### config.mk
export PLATFORM = sky130hd
export DESIGN_NAME = dsc_top
export DESIGN_NICKNAME = d
export VERILOG_FILES = /design/src/logic/dsc_pkg.sv /design/src/logic/dsc_top.sv
export VERILOG_INCLUDE_DIRS = /design/src /design/src/logic
export SDC_FILE = /design/constraint.sdc
export NUM_CORES = 1
export LEC_CHECK = 0
export ABC_AREA = 1
export BUFFER_PORTS_ARGS = -buffer_cell sky130_fd_sc_hd__buf_2
export CORE_MARGIN = 2
export CORE_UTILIZATION = 63
export CTS_BUF_LIST = sky130_fd_sc_hd__clkbuf_4
export CTS_CLUSTER_DIAMETER = 80
export CTS_CLUSTER_SIZE = 10
export DETAILED_ROUTE_END_ITERATION = 8
export PLACE_DENSITY = 0.95
export SYNTH_ARGS = -nofsm -noshare
export SYNTH_HDL_FRONTEND = slang
export SYNTH_SLANG_ARGS = --single-unit
### constraint.sdc
create_clock -name clk -period 3.3 [get_ports clk]
set_input_delay 0.66 -clock clk [delete_from_list [all_inputs] [get_ports clk]]
set_output_delay 0.66 -clock clk [all_outputs]
set_load 0.01 [all_outputs]
### src/logic/dsc_cfg.svh
`ifndef DSC_CFG_SVH
`define DSC_CFG_SVH
// register byte addresses
`define DSC_ADDR_DIR      16'hff22
`define DSC_ADDR_APC      16'hff8f
`define DSC_ADDR_DLYEN    16'hfa26
`define DSC_ADDR_DLY      16'hfa27
`define DSC_ADDR_CTL0     16'hff60
`define DSC_ADDR_CTL1     16'hff61
`define DSC_ADDR_SARSEL   16'hff31
`define DSC_ADDR_RES_L    16'hff62
`define DSC_ADDR_RES_H    16'hff63
// reset values
`define DSC_RST_DIR       8'hff
`define DSC_RST_APC       8'h08
`define DSC_RST_DLYEN     8'h00
`define DSC_RST_DLY       8'h20
`define DSC_RST_CTL       8'h00
// field positions
`define DSC_CTL0_PON      7
`define DSC_CTL0_CE       6
`define DSC_CTL0_BUSY     5
`define DSC_CTL1_DIFF     0
`define DSC_CTL1_HIACC    1
`define DSC_CTL1_PAR      2
`define DSC_DLYEN_BIT     7
`define DSC_DLY_LSB       4
`define DSC_DLY_MSB       6
`define DSC_APC_ALLDIG    4'h8
`define DSC_HALF_SCALE    16'h8000
// timing
`define DSC_CLK_NS        25
`define DSC_PON_SETTLE_NS 1200
`define DSC_PON_CYCLES    ((`DSC_PON_SETTLE_NS + `DSC_CLK_NS - 1) / `DSC_CLK_NS)
`endif

### src/logic/dsc_pkg.sv
package dsc_pkg;
  typedef enum logic {DSC_IDLE, DSC_CONV} dsc_state_e;
  typedef struct packed {
    logic [15:0] addr;
    logic        wr;
    logic        rd;
    logic [7:0]  wdata;
  } dsc_bus_s;
  typedef struct packed {
    logic diff;
    logic hi_acc;
    logic parallel;
  } dsc_mode_s;
endpackage

### src/logic/dsc_top.sv
`timescale 1ns/1ps
`include "dsc_cfg.svh"
// Behaviour
// - direction bit 0 output, 1 input
// - reset loads direction register all ones
// - output-mode pin never analog input
// - pin converted only when exactly one converter selects it
// - enable starts conversion; 1.2 us guarantee
// - each end stores result, raises interrupt
// - repeats while enabled; clearing stops
// - power bit cleared powers converter off
// - pin change mid-conversion discards results
// - differential or single-ended input mode
// - switchable high-accuracy mode
// - parallel later conversions take quarter time
// - results are sixteen bits wide
// - differential zero gives half-scale code
// - read in end cycle sees old result
// - control zero or pin-config write suppresses end
module dsc_top
  import dsc_pkg::*;
#(
  parameter int CONV_CYCLES = 256
) (
  input  wire logic      clk,
  input  wire logic      reset,
  input  wire dsc_bus_s  bus,
  output logic [7:0]     rdata_q,
  input  wire logic [15:0] sample_code,
  output logic [7:0]     pin_out_en_q,
  output logic [7:0]     sar_pin_sel_q,
  output logic [7:0]     ds_pin_sel_q,
  output logic           neg_pin_ground_q,
  output dsc_mode_s      mode_q,
  output logic           pwr_on_q,
  output logic [2:0]     sampling_delay_q,
  output logic           conversion_done_irq_q,
  output logic           result_guaranteed_q
);
  localparam logic [7:0]  DLY_RST  = `DSC_RST_DLY;
  localparam logic [7:0]  CTL_RST  = `DSC_RST_CTL;
  localparam logic [7:0]  APC_RST  = `DSC_RST_APC;
  localparam logic [15:0] CNT_FULL = 16'(CONV_CYCLES - 1);
  localparam logic [15:0] CNT_QTR  = 16'(CONV_CYCLES / 4 - 1);
  localparam logic [7:0]  PON_CNT  = 8'(`DSC_PON_CYCLES);
  ////////////////////////////////////////////////////////////////////////////
  logic [7:0]  dir_q;
  logic [3:0]  apc_q;
  logic        dlyen_q;
  logic [2:0]  dly_q;
  logic        pon_q;
  logic        ce_q;
  logic [1:0]  chan_q;
  dsc_mode_s   ctl1_q;
  logic [2:0]  sar_q;
  logic [15:0] result_q;
  dsc_state_e  st_q;
  logic [15:0] cnt_q;
  logic        first_q;
  logic        stale_q;
  logic [7:0]  pon_cnt_q;

  logic wr_dir, wr_apc, wr_ctl0, wr_ctl1, wr_sar;
  assign wr_dir  = bus.wr && bus.addr == `DSC_ADDR_DIR;
  assign wr_apc  = bus.wr && bus.addr == `DSC_ADDR_APC;
  assign wr_ctl0 = bus.wr && bus.addr == `DSC_ADDR_CTL0;
  assign wr_ctl1 = bus.wr && bus.addr == `DSC_ADDR_CTL1;
  assign wr_sar  = bus.wr && bus.addr == `DSC_ADDR_SARSEL;
  ////////////////////////////////////////////////////////////////////////////
  // software registers
  always_ff @(posedge clk) begin
    if (reset) begin
      dir_q <= `DSC_RST_DIR;
    end else if (wr_dir) begin
      dir_q <= bus.wdata;
    end
  end

  always_ff @(posedge clk) begin
    if (reset) begin
      apc_q   <= APC_RST[3:0];
      sar_q   <= CTL_RST[2:0];
      ctl1_q  <= CTL_RST[2:0];
    end else begin
      if (wr_apc) apc_q <= bus.wdata[3:0];
      if (wr_sar) sar_q <= bus.wdata[2:0];
      // mode is stable for a conversion only if software keeps off it while busy
      if (wr_ctl1) ctl1_q <= {bus.wdata[`DSC_CTL1_DIFF], bus.wdata[`DSC_CTL1_HIACC],
                              bus.wdata[`DSC_CTL1_PAR]};
    end
  end
  // delay setting only lands while its enable is set; byte-wide port only
  always_ff @(posedge clk) begin
    if (reset) begin
      dlyen_q <= 1'b0;
      dly_q   <= DLY_RST[`DSC_DLY_MSB:`DSC_DLY_LSB];
    end else begin
      if (bus.wr && bus.addr == `DSC_ADDR_DLYEN) dlyen_q <= bus.wdata[`DSC_DLYEN_BIT];
      if (bus.wr && bus.addr == `DSC_ADDR_DLY && dlyen_q) begin
        dly_q <= bus.wdata[`DSC_DLY_MSB:`DSC_DLY_LSB];
      end
    end
  end

  always_ff @(posedge clk) begin
    if (reset) begin
      pon_q  <= CTL_RST[`DSC_CTL0_PON];
      ce_q   <= CTL_RST[`DSC_CTL0_CE];
      chan_q <= CTL_RST[1:0];
    end else if (wr_ctl0) begin
      pon_q  <= bus.wdata[`DSC_CTL0_PON];
      ce_q   <= bus.wdata[`DSC_CTL0_CE];
      chan_q <= bus.wdata[1:0];
    end
  end
  ////////////////////////////////////////////////////////////////////////////
  // pin function decode
  logic [8:0] dig_w;
  logic [7:0] ana_w, chan_m, sar_m;
  assign dig_w  = (apc_q > `DSC_APC_ALLDIG) ? 9'h1ff : 9'((9'h1 << apc_q) - 9'h1);
  assign ana_w  = ~dig_w[7:0];
  assign chan_m = (chan_q == 2'h3) ? 8'h00 : 8'(8'h03 << {chan_q, 1'b0});
  assign sar_m  = 8'(8'h01 << sar_q);

  always_ff @(posedge clk) begin
    if (reset) begin
      pin_out_en_q  <= 8'h00;
      sar_pin_sel_q <= 8'h00;
      ds_pin_sel_q  <= 8'h00;
    end else begin
      pin_out_en_q  <= ~dir_q;
      // a pin both converters claim goes to neither; output mode never analog
      sar_pin_sel_q <= ana_w & dir_q & sar_m & ~chan_m;
      ds_pin_sel_q  <= ana_w & dir_q & chan_m & ~sar_m;
    end
  end

  always_ff @(posedge clk) begin
    if (reset) begin
      pwr_on_q         <= 1'b0;
      mode_q           <= '0;
      neg_pin_ground_q <= 1'b0;
      sampling_delay_q <= DLY_RST[`DSC_DLY_MSB:`DSC_DLY_LSB];
    end else begin
      pwr_on_q         <= pon_q;
      mode_q           <= ctl1_q;
      neg_pin_ground_q <= ~ctl1_q.diff;
      sampling_delay_q <= dly_q;
    end
  end
  ////////////////////////////////////////////////////////////////////////////
  // conversion sequencer
  logic pin_chg, end_w, store;
  assign pin_chg = (st_q == DSC_CONV) &&
                   ((wr_dir && |((bus.wdata ^ dir_q) & chan_m)) || wr_apc ||
                    (wr_ctl0 && bus.wdata[1:0] != chan_q) ||
                    (wr_sar && bus.wdata[2:0] != sar_q));
  assign end_w = (st_q == DSC_CONV) && ce_q && cnt_q == 16'h0000;
  assign store = end_w && !stale_q && !pin_chg && !wr_ctl0 && !wr_apc;

  always_ff @(posedge clk) begin
    if (reset) begin
      st_q    <= DSC_IDLE;
      cnt_q   <= 16'h0000;
      first_q <= 1'b0;
    end else if (!ce_q) begin
      st_q <= DSC_IDLE;
    end else begin
      unique case (st_q)
        DSC_IDLE: begin
          st_q    <= DSC_CONV;
          cnt_q   <= CNT_FULL;
          first_q <= 1'b1;
        end
        DSC_CONV: begin
          if (cnt_q == 16'h0000) begin
            cnt_q   <= ctl1_q.parallel ? CNT_QTR : CNT_FULL;
            first_q <= 1'b0;
          end else begin
            cnt_q <= cnt_q - 16'h0001;
          end
        end
      endcase
    end
  end
  // once pins move, nothing is stored until software restarts the sequence
  always_ff @(posedge clk) begin
    if (reset) begin
      stale_q <= 1'b0;
    end else begin
      stale_q <= pin_chg | (stale_q & ce_q);
    end
  end

  always_ff @(posedge clk) begin
    if (reset) begin
      pon_cnt_q           <= 8'h00;
      result_guaranteed_q <= 1'b0;
    end else begin
      if (!pon_q) pon_cnt_q <= 8'h00;
      else if (pon_cnt_q != PON_CNT) pon_cnt_q <= pon_cnt_q + 8'h01;
      if (st_q == DSC_IDLE && ce_q) begin
        result_guaranteed_q <= pon_q && pon_cnt_q == PON_CNT;
      end
    end
  end
  // offset binary in differential mode puts zero input at half scale
  always_ff @(posedge clk) begin
    if (reset) begin
      result_q              <= 16'h0000;
      conversion_done_irq_q <= 1'b0;
    end else begin
      conversion_done_irq_q <= store;
      if (store) begin
        result_q <= ctl1_q.diff ? (sample_code ^ `DSC_HALF_SCALE) : sample_code;
      end
    end
  end
  ////////////////////////////////////////////////////////////////////////////
  // read port sees the value before any same-cycle update
  always_ff @(posedge clk) begin
    if (reset) begin
      rdata_q <= 8'h00;
    end else if (bus.rd) begin
      unique case (bus.addr)
        `DSC_ADDR_DIR:    rdata_q <= dir_q;
        `DSC_ADDR_APC:    rdata_q <= {4'h0, apc_q};
        `DSC_ADDR_DLYEN:  rdata_q <= {dlyen_q, 7'h00};
        `DSC_ADDR_DLY:    rdata_q <= {1'b0, dly_q, 4'h0};
        `DSC_ADDR_CTL0:   rdata_q <= {pon_q, ce_q, st_q == DSC_CONV, 3'h0, chan_q};
        `DSC_ADDR_CTL1:   rdata_q <= {5'h00, ctl1_q.parallel, ctl1_q.hi_acc, ctl1_q.diff};
        `DSC_ADDR_SARSEL: rdata_q <= {5'h00, sar_q};
        `DSC_ADDR_RES_L:  rdata_q <= result_q[7:0];
        `DSC_ADDR_RES_H:  rdata_q <= result_q[15:8];
        default:          rdata_q <= 8'h00;
      endcase
    end
  end
endmodule

### Word-level counts from Yosys, hierarchy flattened

Index checks and enable logic that the tools add are counted.

| operators by class | value |
|---|---|
| add/subtract/negate cells | 3 |
| order comparisons | 1 |
| equality and inequality tests | 14 |
| shifts and indexed selects | 3 |
| mux-type cells | 8 |
| bitwise logic cells | 17 |
| reductions and logical operators | 30 |

Operators by type and width:

| kind | count |
|---|---|
| $eq 16x16->1 const B | 9 |
| $pmux 8 s9 | 1 |
| $and 8x8->8 | 6 |
| $mux 16 | 2 |
| $not 8->8 | 4 |
| $pmux 16 s2 | 1 |
| $mux 8 | 3 |
| $logic_and 1x1->1 | 20 |
| $logic_not 16->1 | 1 |
| $sub 16x1->16 const B | 1 |
| $add 8x1->8 const B | 1 |
| $eq 8x6->1 const B | 1 |
| $ne 8x6->1 const B | 1 |
| $reduce_or 8->1 | 1 |
| $shl 1x3->8 const A | 1 |
| $shl 1x4->8 const A | 1 |
| $shl 2x3->8 const A | 1 |
| $sub 8x1->8 const B | 1 |
| $xor 8x8->8 | 1 |
| $gt 4x4->1 const B | 1 |
| $logic_not 1->1 | 4 |
| $not 1->1 | 4 |
| $logic_or 1x1->1 | 3 |
| $ne 3x3->1 | 1 |
| other kinds (6) | 6 |

| word-level totals | value |
|---|---|
| flip-flop bits (word level) | 110 |
| input bits | 44 |
| output and inout port bits | 42 |
| word-level logic and storage cells | 104 |

### Depth between registers and ports, before layout

| logic depth | value |
|---|---|
| depth after elaboration | 13 |
| gate-level depth with buffers | 14 |
| depth with buffers taken out | 12 |

### Worst setup path before layout

Ideal clock, no wire load.

| path | value |
|---|---|
| kind | in2reg |
| start point | in bus[23] in the netlist's numbering |
| end point | reg result_q[10] |
| library setup time | 0.113 ns |
| arrival time | 1.854 ns |
| required time | 3.187 ns |
| path slack | 1.333 ns |
| stages on the path | 13 |
| path buffers | 2 |
| cell sequence | nand2_1 > nor2_4 > nand2_4 > inv_6 > nand3_2 > buf_4 > nor2_2 > nor2_2 > nand3_2 > nand2_4 > buf_6 > a21oi_2 > nor2_1 |

| between the ends | value |
|---|---|
| longest elaborated chain between the ends | 11 |
| elaborated cells on any way between the ends | 21 |
| those cells by class | 4 x eq/ne; 17 x reduce/logical |

Ends and longest elaborated chain:

| element | line | text |
|---|---|---|
| start, declared | dsc_top.sv:27 | `input wire dsc_bus_s bus,` |
| $eq 16x16->1 | n/a |  |
| $logic_and 1x1->1 (no line) | n/a |  |
| $logic_and 1x1->1 | dsc_top.sv:155 | `((wr_dir && \|((bus.wdata ^ dir_q) & chan_m)) \|\| wr_apc \|\|` |
| $logic_or 1x1->1 (2 in series) | dsc_top.sv:155 |  |
| $logic_or 1x1->1 | dsc_top.sv:156 | `(wr_ctl0 && bus.wdata[1:0] != chan_q) \|\|` |
| $logic_and 1x1->1 | dsc_top.sv:154 | `assign pin_chg = (st_q == DSC_CONV) &&` |
| $logic_not 1->1 | dsc_top.sv:159 | `assign store = end_w && !stale_q && !pin_chg && !wr_ctl0 && !wr_apc;` |
| $logic_and 1x1->1 (2 in series) | dsc_top.sv:159 |  |
| $logic_and 1x1->1 * | dsc_top.sv:159 |  |
| end signal, assigned | dsc_top.sv:215 | `` result_q <= ctl1_q.diff ? (sample_code ^ `DSC_HALF_SCALE) : sample_code; `` |
| end, declared | dsc_top.sv:56 | `logic [15:0] result_q;` |

Mark *: on every way between the ends. The rest lies on a longest branch, timed or not.
A chain may end at the register's enable or synchronous reset.

### Final worst setup path

| path | value |
|---|---|
| start point | reg cnt_q[0] |
| end point | reg result_q[3] |

| between the ends | value |
|---|---|
| longest elaborated chain between the ends | 6 |

Ends and longest elaborated chain:

| element | line | text |
|---|---|---|
| start, declared | dsc_top.sv:58 | `logic [15:0] cnt_q;` |
| start signal, assigned | dsc_top.sv:177 | `cnt_q <= ctl1_q.parallel ? CNT_QTR : CNT_FULL;` |
| start signal, assigned | dsc_top.sv:180 | `cnt_q <= cnt_q - 16'h0001;` |
| $logic_not 16->1 | dsc_top.sv:158 | `assign end_w = (st_q == DSC_CONV) && ce_q && cnt_q == 16'h0000;` |
| $logic_and 1x1->1 | dsc_top.sv:158 |  |
| $logic_and 1x1->1 (4 in series) | dsc_top.sv:159 |  |

No other way between the ends.

==> out/metrics.yaml <==
min_path:
  hold_depth: 3
  hold_class: "input port to flop"
  whs_endpoint: "dir_q[4]"
  hold_start: "bus[4]"
timing:
  setup_viol: 0
  hold_slack_ns: 0.439
  worst_pin_slew_ns: 0.883
  drv_slew: 0
  rsz0062_at_grt: "no"
  layout_min_cycle_time_ns: 2.34
  maxSlewHeadroom: 0.410
  timing.fmax_mhz: 427
  finClkSkew_ns: 0.0164
  min_period_over_period: 0.710
  hold_viol: 0
  setup-tns-final_ns: 0
synth:
  synth_edf_count: 0
  ys_ff_latch: 108
  yosysSeqAreaShare: 0.406
  synth.avg_cell_area_um2: 7.12
  async_flop_share: 0
  ys.warnings.count: 0
  synth_cell_types: 46
  synthFlopType: "dfxtp_1"
  synth_cells: 748
  syn_area_mm2: 0.00532
routing:
  post_drt_wl_per_cell_um: 14.7
  num_vias: 5264
  drc: 0
  drt_wl_total_um: 13700
  via_per_inst: 5.65
  drtPass1Iterations: 5
  antenna_left: 0
  first_iter_violations: 392
power:
  p_int_mw: 1.73
  p_comb_frac: 0.051
  powerDensity_mw_per_mm2: 379
  p_sw_mw: 0.525
  p_seq_frac: 0.579
  leakage_nw: 2.67
  clkPwrFrac: 0.370
  ir_drop_mv: 0.247
  switching_share: 0.233
final_layout:
  drive_gt1_frac: 0.183
  final_cell_mix: "162 x nand2_1, 108 x dfxtp_1, 92 x inv_1"
  fillerInstances: 612
  multi_input_area_mm2: 0.00264
  synthToLayoutAreaGrowth_pct: 11.7
  nets: 870
  final_common_cell: "nand2_1"
  fin_util: 0.724
  diodes: 0
  regArea_mm2: 0.00216
worst_setup_path:
  cp.arrival_ns: 2.75
  crit_type: "flop to flop"
  crit_fanout: 18
  end_kind: "flop"
  r2r_end: "result_q[3]"
  worstPathRequired_ns: 3.71
  rr_worst_depth: 8
  r2r_slack_ns: 0.96
  start_kind: "flop"
  reg2reg_from: "cnt_q[0]"
floorplanning:
  die-area_mm2: 0.00920
  die_y_um: 95.9
  coreArea_mm2: 0.00822
  io_pins: 86
  start_util: 0.648
  die_w_um: 95.9
  num_rows: 33
grt:
  overflow: 0
  grt_pass1_wl_um: 22300
  track_usage: 0.313
  antenna_found_initial: 0
  grt_pass1_vias: 4994
  grt_start_max_net_pins: 46
clock_network:
  clock_sinks: 108
  cts_buffers: 9
  clock_latency_ns: 0.47
  clkTransAtPathRegs_ns: 0.16
  h-tree-depth: 3
  post_cts_buffers: 0
  cts_root_buf: "clkbuf_4"
  ctsHoldBuffers: 0
  clock_path_buffers: 2
  cts_resized: 0
  cts_tree: "built"
place:
  dp_hpwl_um: 10200
  routabilityCongestion: 0.947
  portBuffers: 83
run:
  drv_cap: 0
outcome:
  outcome: "complete, no violations"
power by group through the flow:
stage | registers [mW] | clock network [mW] | logic (mW)
3_3_place_gp | 1.33 | 0 | 0.108
3_5_place_dp | 1.33 | 0 | 0.112
4_1_cts | 1.31 | 0.834 | 0.113
5_1_grt | 1.31 | 0.885 | 0.125
6_report | 1.31 | 0.834 | 0.115
2_1_floorplan | 1.33 | 0 | 0.0652
cells in the mapped netlist, types with 4 or more instances:
cell type,count,area share
o21ai_0,43,0.040
nor2_1,84,0.059
a21oi_1,48,0.045
nand4_1,8,0.0094
xnor2_1,8,0.013
dfxtp_1,108,0.41
o211ai_1,9,0.013
clkbuf_1,12,0.0085
nand3_1,54,0.051
ha_1,5,0.012
nand2_2,5,0.0059
inv_2,7,0.0049
nor2_4,6,0.013
xor2_1,5,0.0082
nand2_1,162,0.11
nor4_1,7,0.0082
buf_4,5,0.0071
inv_1,92,0.065
nor2_2,4,0.0047
nor3_1,19,0.018
nor3_2,4,0.0075
nand3_2,5,0.0094
a21oi_2,9,0.015
metal layers:
metal	GRT usage	vias up	routed length [um]
met4	0.155	0	531
met2	0.555	250	6840
li1	-	2568	-
met3	0.0666	47	1040
met5	0	-	0
met1	0.354	2399	5300
area by class of cell:
type	instances	area share
Multi-Input combinational cell	515	0.444
Tap cell	105	0.0221
Sequential cell	108	0.364
Clock buffer	9	0.0114
Inverter	101	0.0646
Clock inverter	7	0.0206
Timing Repair Buffer	86	0.0736
cells by family after synthesis:
| family | Yosys count | synth area share |
|---|---|---|
| AOI/OAI and AO/OA | 124 | 0.137 |
| xor gates and xnor gates | 13 | 0.0214 |
| adders and majority gates | 5 | 0.0118 |
| buffers and inverters | 126 | 0.0983 |
| DFF | 108 | 0.406 |
| other | 1 | 0.000705 |
| and+or+nand+nor | 371 | 0.325 |
stage by stage:
step                      std cells  area, um^2  setup slack [ns]  power (mW)
after CTS                       931        5950             0.986        2.25
after global routing            931        5950             0.821        2.32
final                           931        5950             0.958        2.25
after floorplan                 749        5330              1.33        1.40
after global placement          915        5760             0.952        1.44
after detailed placement        915        5760             0.865        1.45
worst max path at each step:
stage | startpoint | endpoint | slack [ns] | cells past startpoint
after global routing | cnt_q[0] | result_q[3] | 0.82 | 8
after detailed placement | bus[20] | result_q[3] | 0.86 | 10
after floorplan | bus[23] | result_q[10] | 1.33 | 13
after CTS | cnt_q[0] | result_q[3] | 0.99 | 8
after global placement | bus[20] | result_q[15] | 0.95 | 11
final | cnt_q[0] | result_q[3] | 0.96 | 8
state kept, by name (all words and copies together), names as in the netlist, 4 cells and up:
| name | cells |
|---|---|
| cnt_q | 16 |
| result_q | 16 |
| pin_out_en_q | 8 |
| ds_pin_sel_q | 6 |
| sar_pin_sel_q | 8 |
| dir_q | 8 |
| pon_cnt_q | 8 |
| rdata_q | 8 |
| apc_q | 4 |
worst max-delay path, stage by stage, from the launching register on:
cell and delay (ns):
dfxtp_1 0.35, inv_1 0.12, ha_1 0.17, nand2_1 0.06, nor2_1 0.20, nand4_2 0.18, nor3_4 0.78, a21oi_1 0.22
nor2_1 0.20
No activity file was read; power rests on OpenSTA's default activity.
